**src/omc_pkg.sv**
```systemverilog
package omc_pkg;

   // register map, byte addresses on a 32-bit word bus
   localparam int ADDR_W = 4;
   localparam logic [3:0] CTRL_OFFSET = 4'h0;
   localparam logic [3:0] STATUS_OFFSET = 4'h4;

   // control register fields
   localparam int CTRL_RANGE_LSB = 0;
   localparam int CTRL_RANGE_W = 4;
   localparam int CTRL_ENABLE_BIT = 4;
   localparam int CTRL_RESET_BIT = 5;
   localparam logic [3:0] CTRL_RANGE_RST = 4'h0;
   localparam logic CTRL_ENABLE_RST = 1'b0;
   localparam logic CTRL_RESET_RST = 1'b0;

   // status register fields
   localparam int STAT_HW_MODE_BIT = 0;
   localparam int STAT_CUR_DRIVE_BIT = 1;
   localparam int STAT_VOLT_DRIVE_BIT = 2;
   localparam int STAT_RANGE_OK_BIT = 3;
   localparam int STAT_RANGE_LSB = 4;
   localparam int STAT_PIN_RESET_BIT = 8;
   localparam int STAT_MODE_KNOWN_BIT = 9;

   // output range codes, shared by the range field and the decode pins
   localparam logic [3:0] RANGE_CUR_PM20MA = 4'h0;
   localparam logic [3:0] RANGE_CUR_PM24MA = 4'h1;
   localparam logic [3:0] RANGE_CUR_0_20MA = 4'h2;
   localparam logic [3:0] RANGE_CUR_4_20MA = 4'h3;
   localparam logic [3:0] RANGE_CUR_0_24MA = 4'h4;
   localparam logic [3:0] RANGE_VOLT_0_5V = 4'h5;
   localparam logic [3:0] RANGE_VOLT_0_10V = 4'h6;
   localparam logic [3:0] RANGE_VOLT_PM5V = 4'h7;
   localparam logic [3:0] RANGE_VOLT_PM10V = 4'h8;

   // control source, picked once after power-up
   typedef enum logic [1:0] {
      OMC_POWERUP = 2'b00,
      OMC_SOFTWARE = 2'b01,
      OMC_HARDWARE = 2'b10
   } omc_mode_e;

endpackage

```
**src/omc_avs.sv**
```systemverilog
`timescale 1ns/1ps
// avalon-mm slave front end with one wait cycle per access
module omc_avs
(
   input wire logic clk,
   input wire logic reset,
   input wire logic avs_read,
   input wire logic avs_write,
   input wire logic [31:0] rd_word,
   output logic [31:0] avs_readdata,
   output logic avs_waitrequest,
   output logic reg_write
);

   // wait one cycle, then release for exactly one edge
   always_ff @(posedge clk)
   begin
      if (reset)
         avs_waitrequest <= 1'b1;
      else if ((avs_read || avs_write) && avs_waitrequest)
         avs_waitrequest <= 1'b0;
      else
         avs_waitrequest <= 1'b1;
   end

   // read data captured as the release is issued, stands through the taking edge
   always_ff @(posedge clk)
   begin
      if (reset)
         avs_readdata <= 32'h0000_0000;
      else if (avs_read && avs_waitrequest)
         avs_readdata <= rd_word;
   end

   // write takes effect only at the edge where waitrequest is seen low
   assign reg_write = avs_write && !avs_waitrequest;

endmodule

```
**src/omc_range_decode.sv**
```systemverilog
`timescale 1ns/1ps
// maps a range code onto the output that it drives
module omc_range_decode
(
   input wire logic [3:0] range_code,
   output logic is_current,
   output logic is_voltage
);

   // codes outside the table drive nothing rather than guess an output
   always_comb
   begin
      is_current = 1'b0;
      is_voltage = 1'b0;
      case (range_code)
         omc_pkg::RANGE_CUR_PM20MA,
         omc_pkg::RANGE_CUR_PM24MA,
         omc_pkg::RANGE_CUR_0_20MA,
         omc_pkg::RANGE_CUR_4_20MA,
         omc_pkg::RANGE_CUR_0_24MA: is_current = 1'b1;
         omc_pkg::RANGE_VOLT_0_5V,
         omc_pkg::RANGE_VOLT_0_10V,
         omc_pkg::RANGE_VOLT_PM5V,
         omc_pkg::RANGE_VOLT_PM10V: is_voltage = 1'b1;
         default: is_current = 1'b0;
      endcase
   end

endmodule

```
**src/omc_top.sv**
```systemverilog
// Function
// - mode-select pin level after power-up picks software or hardware control.
// - never enable current and voltage outputs at the same time.
// - range code selects one of five current or four voltage ranges.
// - software mode powers up with enable bit zero, both outputs off.
// - disabled outputs are both placed in high impedance.
// - software mode follows the enable bit of the control register.
// - hardware mode powers up with range pins and enable pin settings.
// - hardware mode decodes range from the four range-decode pins.
// - hardware mode follows enable pin, tri-stating both outputs when disabled.
// - software mode resets on reset pin low or reset bit write.
// - reset disables and tri-states outputs until a new enabling write.
// - reset pin is level sensitive; reset holds while pin is low.
// - reset bit returns to zero by itself after the reset.
// - hardware mode has no reset; board ties the reset pin high.
`timescale 1ns/1ps
module omc_top
(
   input wire logic clk,
   input wire logic reset,
   input wire logic control_source_select_pin,
   input wire logic reset_pin_n,
   input wire logic output_drive_enable,
   input wire logic range_decode_bit3,
   input wire logic range_decode_bit2,
   input wire logic range_decode_bit1,
   input wire logic range_decode_bit0,
   input wire logic [omc_pkg::ADDR_W-1:0] avs_address,
   input wire logic avs_read,
   input wire logic avs_write,
   input wire logic [31:0] avs_writedata,
   input wire logic [3:0] avs_byteenable,
   output logic [31:0] avs_readdata,
   output logic avs_waitrequest,
   output logic current_output_pin_oe,
   output logic voltage_output_pin_oe,
   output logic [3:0] active_range,
   output logic hardware_mode
);

   omc_pkg::omc_mode_e mode;
   logic [3:0] ctrl_range;
   logic ctrl_enable;
   logic ctrl_reset_bit;
   logic reg_write;
   logic ctrl_write;
   logic [31:0] rd_word;
   logic [3:0] pin_range;
   logic [3:0] eff_range;
   logic eff_enable;
   logic is_current;
   logic is_voltage;
   logic pin_reset_active;

   // bus front end
   omc_avs u_avs
   (
      .clk(clk),
      .reset(reset),
      .avs_read(avs_read),
      .avs_write(avs_write),
      .rd_word(rd_word),
      .avs_readdata(avs_readdata),
      .avs_waitrequest(avs_waitrequest),
      .reg_write(reg_write)
   );

   // only the low byte holds control fields; other lanes change nothing
   assign ctrl_write = reg_write && (avs_address == omc_pkg::CTRL_OFFSET) && avs_byteenable[0];

   // control source is latched once, in the first cycle after reset
   always_ff @(posedge clk)
   begin
      if (reset)
         mode <= omc_pkg::OMC_POWERUP;
      else
      begin
         case (mode)
            omc_pkg::OMC_POWERUP: mode <= control_source_select_pin ? omc_pkg::OMC_HARDWARE
                                                                    : omc_pkg::OMC_SOFTWARE;
            omc_pkg::OMC_SOFTWARE: mode <= omc_pkg::OMC_SOFTWARE;
            omc_pkg::OMC_HARDWARE: mode <= omc_pkg::OMC_HARDWARE;
            default: mode <= omc_pkg::OMC_POWERUP;
         endcase
      end
   end

   // the reset pin counts only under software control
   assign pin_reset_active = (mode == omc_pkg::OMC_SOFTWARE) && !reset_pin_n;

   // control register; a reset bit write wins over the enable and range it carries
   always_ff @(posedge clk)
   begin
      if (reset || mode != omc_pkg::OMC_SOFTWARE)
      begin
         ctrl_range <= omc_pkg::CTRL_RANGE_RST;
         ctrl_enable <= omc_pkg::CTRL_ENABLE_RST;
         ctrl_reset_bit <= omc_pkg::CTRL_RESET_RST;
      end
      else if (pin_reset_active)
      begin
         // held cleared as long as the pin stays low; writes are lost meanwhile
         ctrl_range <= omc_pkg::CTRL_RANGE_RST;
         ctrl_enable <= omc_pkg::CTRL_ENABLE_RST;
         ctrl_reset_bit <= omc_pkg::CTRL_RESET_RST;
      end
      else if (ctrl_write && avs_writedata[omc_pkg::CTRL_RESET_BIT])
      begin
         ctrl_range <= omc_pkg::CTRL_RANGE_RST;
         ctrl_enable <= omc_pkg::CTRL_ENABLE_RST;
         ctrl_reset_bit <= 1'b1;
      end
      else if (ctrl_write)
      begin
         // enable and range arrive together in one write
         ctrl_range <= avs_writedata[omc_pkg::CTRL_RANGE_LSB +: omc_pkg::CTRL_RANGE_W];
         ctrl_enable <= avs_writedata[omc_pkg::CTRL_ENABLE_BIT];
         ctrl_reset_bit <= 1'b0;
      end
      else if (ctrl_reset_bit)
         ctrl_reset_bit <= 1'b0;
   end

   // range pins replace the control register range field in hardware control
   assign pin_range = {range_decode_bit3, range_decode_bit2, range_decode_bit1, range_decode_bit0};

   // effective settings from the active control source
   always_comb
   begin
      case (mode)
         omc_pkg::OMC_SOFTWARE:
         begin
            eff_range = ctrl_range;
            eff_enable = ctrl_enable && !ctrl_reset_bit && !pin_reset_active;
         end
         omc_pkg::OMC_HARDWARE:
         begin
            // pins are followed live; no reset path exists here
            eff_range = pin_range;
            eff_enable = output_drive_enable;
         end
         default:
         begin
            eff_range = omc_pkg::CTRL_RANGE_RST;
            eff_enable = 1'b0;
         end
      endcase
   end

   omc_range_decode u_decode
   (
      .range_code(eff_range),
      .is_current(is_current),
      .is_voltage(is_voltage)
   );

   // the decode is one-hot by construction, so one pin at most drives
   always_ff @(posedge clk)
   begin
      if (reset)
      begin
         current_output_pin_oe <= 1'b0;
         voltage_output_pin_oe <= 1'b0;
         active_range <= omc_pkg::CTRL_RANGE_RST;
      end
      else
      begin
         current_output_pin_oe <= eff_enable && is_current;
         voltage_output_pin_oe <= eff_enable && is_voltage;
         active_range <= eff_range;
      end
   end

   // mode flag for the board side
   always_ff @(posedge clk)
   begin
      if (reset)
         hardware_mode <= 1'b0;
      else
         hardware_mode <= (mode == omc_pkg::OMC_HARDWARE);
   end

   // read mux; unmapped addresses read zero
   always_comb
   begin
      rd_word = 32'h0000_0000;
      case (avs_address)
         omc_pkg::CTRL_OFFSET:
         begin
            rd_word[omc_pkg::CTRL_RANGE_LSB +: omc_pkg::CTRL_RANGE_W] = ctrl_range;
            rd_word[omc_pkg::CTRL_ENABLE_BIT] = ctrl_enable;
            rd_word[omc_pkg::CTRL_RESET_BIT] = ctrl_reset_bit;
         end
         omc_pkg::STATUS_OFFSET:
         begin
            rd_word[omc_pkg::STAT_HW_MODE_BIT] = (mode == omc_pkg::OMC_HARDWARE);
            rd_word[omc_pkg::STAT_CUR_DRIVE_BIT] = current_output_pin_oe;
            rd_word[omc_pkg::STAT_VOLT_DRIVE_BIT] = voltage_output_pin_oe;
            rd_word[omc_pkg::STAT_RANGE_OK_BIT] = is_current || is_voltage;
            rd_word[omc_pkg::STAT_RANGE_LSB +: 4] = eff_range;
            rd_word[omc_pkg::STAT_PIN_RESET_BIT] = pin_reset_active;
            rd_word[omc_pkg::STAT_MODE_KNOWN_BIT] = (mode != omc_pkg::OMC_POWERUP);
         end
         default: rd_word = 32'h0000_0000;
      endcase
   end
endmodule
```
**config.mk**
```make
export PLATFORM = sky130hd
export DESIGN_NAME = omc_top
export DESIGN_NICKNAME = d
export VERILOG_FILES = /design/src/omc_pkg.sv /design/src/omc_avs.sv /design/src/omc_range_decode.sv /design/src/omc_top.sv
export SDC_FILE = /design/constraint.sdc
export NUM_CORES = 1
export LEC_CHECK = 0
export BUFFER_PORTS_ARGS = -buffer_cell sky130_fd_sc_hd__buf_2
export CORE_MARGIN = 3
export CORE_UTILIZATION = 40
export DETAILED_ROUTE_END_ITERATION = 10
export HOLD_SLACK_MARGIN = 0.03
export PLACE_DENSITY = 0.78
export SETUP_SLACK_MARGIN = 0.2
export SLEW_MARGIN = 25
export SYNTH_ARGS = -nofsm -noshare
export SYNTH_HDL_FRONTEND = slang
export SYNTH_SLANG_ARGS = --single-unit
```
**constraint.sdc**
```tcl
create_clock -name clk -period 3.81 [get_ports clk]
set_input_delay 0.1905 -clock clk [delete_from_list [all_inputs] [get_ports clk]]
set_output_delay 0.1905 -clock clk [all_outputs]
set_load 0.01 [all_outputs]
```
## Word level (Yosys, flattened, before mapping)

Cells that the tools add are included.

| cells by class | value |
|---|---|
| equal/unequal tests | 12 |
| muxes and demuxes | 10 |
| reduce and logical (&&, ||, !) cells | 26 |

Operators by type and width:

| cell | count |
|---|---|
| 4-bit by 3-bit == test with 1-bit output (second input constant) | 5 |
| 6-bit case mux with 2 select lines | 1 |
| 1-bit logical AND | 11 |
| 4-bit by 2-bit == test with 1-bit output (second input constant) | 2 |
| 4-bit zero test | 2 |
| 4-bit case mux with 2 select lines | 1 |
| 2-bit case mux with 3 select lines | 1 |
| 5-bit OR reduction | 1 |
| 4-bit by 1-bit == test with 1-bit output (second input constant) | 1 |
| 4-bit == test (second input constant) | 1 |
| 1-bit zero test | 4 |
| 1-bit 2-to-1 mux | 4 |
| 4-bit 2-to-1 mux | 1 |
| 4-bit OR reduction | 1 |
| 1-bit logical OR | 3 |
| 3-bit OR reduction | 1 |
| 2-bit by 1-bit == test with 1-bit output (second input constant) | 1 |
| 2-bit == test (second input constant) | 1 |
| 2-bit zero test | 1 |
| 2-bit 2-to-1 mux | 1 |
| 2-bit by 1-bit inequality test with 1-bit output (second input constant) | 1 |
| 1-bit case mux with 2 select lines | 1 |
| 2-bit nonzero test | 1 |
| 2-bit OR reduction | 1 |

| word-level totals | value |
|---|---|
| register bits | 26 |
| bits of input ports | 51 |
| word-level logic and storage cells | 58 |

## Depth between registers and ports, before layout

| logic depth | value |
|---|---|
| word-level depth | 7 |
| gate-level depth with buffers | 7 |
| mapped depth without buffers | 6 |

## Hierarchy

Synthesis repeated with hierarchy kept, for this count alone.

| second synthesis, totals | value |
|---|---|
| cells, all modules | 250 |
| area total of the unflattened synthesis | 2,334.7 µm² |

By module, submodules not included:

| module | times used | cells an instance | area each (µm²) | sequential area each (µm²) |
|---|---|---|---|---|
| omc_avs | 1 | 150 | 1,515.2 | 660.6 |
| omc_top | 1 | 94 | 783.3 | 300.3 |
| omc_range_decode | 1 | 6 | 36.3 | 0.0 |

## Least setup slack after synthesis

No wires, ideal clock.

| timing | value |
|---|---|
| path type | input -> register |
| start | input port avs_address[1] in the netlist's numbering |
| end | register ctrl_enable |
| library setup time | 118 ps |
| arrival | 1,522 ps |
| setup slack | 2,169 ps |
| stages on the path | 6 |
| path through | or3_1 buf_2 or4_4 buf_6 o21ai_4 nor2_1 |

| on the way | value |
|---|---|
| cells in the longest elaborated chain, start to end | 5 |

RTL lines:

| what | line | RTL |
|---|---|---|
| start: declaration | omc_top.sv:28 | `input wire logic [omc_pkg::ADDR_W-1:0] avs_address,` |
| 4-bit zero test * | omc_top.sv:69 | `assign ctrl_write = reg_write && (avs_address == omc_pkg::CTRL_OFFSET) && avs_byteenable[0];` |
| 1-bit logical AND * (2 in series) | omc_top.sv:69 |  |
| 1-bit logical AND | omc_top.sv:107 | `else if (ctrl_write && avs_writedata[omc_pkg::CTRL_RESET_BIT])` |
| 3-bit OR reduction (no line) | -- |  |
| end signal: assignment | omc_top.sv:104 | `ctrl_enable <= omc_pkg::CTRL_ENABLE_RST;` |
| end signal: assignment | omc_top.sv:110 | `ctrl_enable <= omc_pkg::CTRL_ENABLE_RST;` |
| end signal: assignment | omc_top.sv:117 | `ctrl_enable <= avs_writedata[omc_pkg::CTRL_ENABLE_BIT];` |
| end: declaration | omc_top.sv:43 | `logic ctrl_enable;` |

Mark *: on every way between the ends. The rest lies on a longest branch, timed or not.
A chain may end at the register's enable or synchronous reset.

## Worst setup path after layout

| timing | value |
|---|---|
| start | register mode[1] |
| end | register voltage_output_pin_oe |

| on the way | value |
|---|---|
| cells in the longest elaborated chain, start to end | 6 |
| elaborated cells on any way between the ends | 14 |
| those cells by class | eq/ne (6); mux (3); reduce/logical (5) |

RTL lines:

| what | line | RTL |
|---|---|---|
| start: declaration | omc_top.sv:41 | `omc_pkg::omc_mode_e mode;` |
| start signal: assignment | omc_top.sv:75 | `mode <= omc_pkg::OMC_POWERUP;` |
| start signal: assignment | omc_top.sv:79 | `omc_pkg::OMC_POWERUP: mode <= control_source_select_pin ? omc_pkg::OMC_HARDWARE` |
| start signal: assignment | omc_top.sv:81 | `omc_pkg::OMC_SOFTWARE: mode <= omc_pkg::OMC_SOFTWARE;` |
| 2-bit == test / 2-bit by 1-bit == test with 1-bit output (equally long branches) | omc_top.sv:130, omc_top.sv:89 |  |
| 4-bit case mux with 2 select lines / 1-bit logical AND (equally long branches) | omc_top.sv:130, omc_top.sv:89 |  |
| 4-bit by 3-bit == test with 1-bit output (tied with other cells) | omc_range_decode.sv:15 | `case (range_code)` |
| 4-bit OR reduction / 1-bit logical AND (equally long branches) | omc_range_decode.sv:15, omc_top.sv:134 |  |
| 1-bit 2-to-1 mux / 1-bit case mux with 2 select lines (equally long branches) | omc_range_decode.sv:15, omc_top.sv:130 |  |
| 1-bit logical AND * | omc_top.sv:169 | `voltage_output_pin_oe <= eff_enable && is_voltage;` |
| end signal: assignment | omc_top.sv:169 |  |
| end: declaration | omc_top.sv:36 | `output logic voltage_output_pin_oe,` |

Marks and branches as above.

==> flow_summary.json <==
{
  "outcome": "complete, no violations",
  "synthCells": 148,
  "max_freq_mhz": 531,
  "dr.pass1.iters": 4,
  "pin_count": 91,
  "root_buffer": "clkbuf_4",
  "r2r_cells": 6,
  "critPathMaxFanout": 9,
  "fin_crit_sh_pct": 49.4,
  "cts_resized": 0,
  "clockBufferDepth": 2,
  "reg2reg_from": "mode[1]",
  "setup_viol": 0,
  "clk_pin_slew_worst_paths_ns": 0.13,
  "grt_max_degree": 16,
  "setup_tns_ns": 0,
  "final_common_cell": "buf_2",
  "synth_area_leader_cell": "dfxtp_1",
  "finalMaxSlewViolations": 0,
  "core_mm2": 0.00308,
  "p_sw_w": 0.000143,
  "io_buffers": 39,
  "power_frac_comb_pct": 17.5,
  "dp_hpwl_mm": 2.08,
  "hold_end": "u_avs.avs_waitrequest",
  "yosysWarnings": 0,
  "arrival_ns": 2.13,
  "fin_skew_ns": 0.00222,
  "power_leakage_nw": 0.699,
  "grt_pass1_vias": 974,
  "placementRows": 20,
  "pwr-share-clk_pct": 27.0,
  "layoutNonFillerInstCount": 226,
  "fp.dieH_um": 63.0,
  "critPathCaptureType": "flip-flop",
  "cts.sinks": 26,
  "die_w_um": 63.0,
  "maxCapViolCount": 0,
  "yosys-top-cells-area": "dfxtp_1, buf_4, mux2i_1",
  "fp.dieArea_mm2": 0.00397,
  "clk_latency_ns": 0.32,
  "routabilityCongestion": 0.807,
  "hold_start": "avs_write",
  "syn_area_mm2": 0.00130,
  "rsz0062_at_grt": "no",
  "hp-class": "input port to flip-flop",
  "r2r_end": "voltage_output_pin_oe",
  "drt_iter0_markers": 31,
  "power_density_mw_per_mm2": 348,
  "num_vias": 1081,
  "total_power_w": 0.000509,
  "cts_tree": "yes",
  "fill_cells": 322,
  "routed_wl_mm": 2.71,
  "cts_buffers": 3,
  "yosysSeqAreaShare_pct": 40.0,
  "antenna_found_initial": 0,
  "seqPwrFrac_pct": 55.6,
  "postCtsSetupBuffers": 0,
  "avgSynthCellArea_um2": 8.79,
  "overflow": 0,
  "worst_setup_path_start_kind": "flip-flop",
  "finalHoldViolations": 0,
  "place_inst": 222,
  "cts_hold_buffers": 0,
  "syn2layout_area_growth_pct": 12.4,
  "switching_share_pct": 28.1,
  "drive_gt1_share_pct": 25.3,
  "wl_per_cell_um": 12.0,
  "holdPathStages": 2,
  "worstPathRequired_ns": 4.06,
  "final_cell_mix": "buf_2, dfxtp_1, conb_1",
  "r2r_setup_slack_ns": 1.93,
  "grt_pass1_wl_mm": 4.34,
  "peakVddDrop_v": 0.000126,
  "start_util_pct": 42.3,
  "synth_top_area_share_pct": 40.0,
  "track_usage_pct": 13.4,
  "n_antenna_cell": 0,
  "nets": 237,
  "p_int_w": 0.000365,
  "ant_nets": 0,
  "avgViaCountPerCell": 4.78,
  "period_minus_slack_ns": 1.88,
  "synth.distinct_cells": 32,
  "ys_ff_latch": 26,
  "criticalPathCategory": "flip-flop to flip-flop",
  "htree_levels": 1,
  "drc": 0
}
worst max-delay path by stage:
stage	slack [ns]	start	to	cells past startpoint
after global placement	2.00	avs_address[1]	ctrl_range[2]	5
after global routing	1.80	mode[1]	voltage_output_pin_oe	6
after detailed placement	1.98	avs_address[1]	ctrl_range[0]	5
after floorplan	2.17	avs_address[1]	ctrl_enable	6
after CTS	1.94	mode[1]	voltage_output_pin_oe	6
final	1.93	mode[1]	voltage_output_pin_oe	6
routing by layer:
metal / wire (um) / track usage (%) / share of wire, % / up-vias
met5: 0 / 0 / 0 / -
met4: 61 / 5.79 / 2.3 / 0
met3: 221 / 2.16 / 8.2 / 7
met2: 1230 / 21.5 / 45 / 47
met1: 1200 / 17.8 / 44 / 492
li1: - / - / - / 535
through the flow:
stage	hold slack, ns	cell area (um2)	setup WS [ns]	util (%)
after CTS	0.0721	1460	1.94	47.5
after floorplan	0.262	1380	2.17	-
final	0.0744	1460	1.93	47.5
after global placement	0.417	1430	2.00	46.3
after detailed placement	0.421	1430	1.98	46.3
after global routing	0.0578	1460	1.80	47.5
layout make-up:
class / count / area, um2 / area share [%]
tap: 44 / 55.1 / 3.76
clock buffer: 4 / 36.3 / 2.48
inverter: 5 / 18.8 / 1.28
sequential: 26 / 520 / 35.6
timing repair buffer: 39 / 195 / 13.3
multi-input combinational: 108 / 637 / 43.5
cells by family (layout without fill, tap and decap cells):
family          Yosys count  count (layout)  share of synthesized area [%]
simple gates             47              47                           18.0
buf+inv                  35              48                           17.1
compound gates           28              28                           15.6
flops                    26              26                           40.0
mux                       8               8                           6.15
fa+ha+maj                 3               3                           2.88
other cells               1              22                          0.288
worst max-delay path, cell delays in order (launching register included):
cell and delay (ns):
dfxtp_1 0.34, inv_1 0.13, ha_1 0.38, a22o_1 0.29, o21ai_0 0.16, or3_1 0.33
a21boi_0 0.19
cells in the mapped netlist:
cell	number
dfxtp_1	26
a21boi_0	1
nor4b_1	1
or3_1	3
nand4b_1	1
o311ai_0	1
buf_2	1
buf_4	22
o21ai_4	1
inv_1	5
nor2_1	20
nand2_1	7
conb_1	1
or4_4	1
o21ai_0	3
o211ai_1	1
nor4_2	1
a21oi_1	7
clkbuf_1	6
a32oi_1	3
nand3_1	3
a22oi_1	3
o211a_1	1
a22o_1	4
and3_1	2
nand4_1	1
nor2b_1	3
a31oi_1	3
ha_1	3
mux2i_1	8
buf_6	1
nor3_1	4
power by group through the flow:
stage / Clock, W / Sequential [W] / Combinational, W
after floorplan: 0 / 0.000290 / 0.0000758
after global placement: 0 / 0.000288 / 0.0000852
after detailed placement: 0 / 0.000289 / 0.0000873
after CTS: 0.000138 / 0.000283 / 0.0000871
after global routing: 0.000154 / 0.000284 / 0.0000985
final: 0.000137 / 0.000283 / 0.0000888
state kept, by name, indices dropped and copies added (netlist names):
| signal | flops |
|---|---|
| ctrl_reset_bit | 1 |
| mode | 2 |
| u_avs.avs_readdata | 10 |
| active_range | 4 |
| u_avs.avs_waitrequest | 1 |
| ctrl_enable | 1 |
| ctrl_range | 4 |
| voltage_output_pin_oe | 1 |
| current_output_pin_oe | 1 |
| hardware_mode | 1 |
Power figures use the tool's default switching activity.
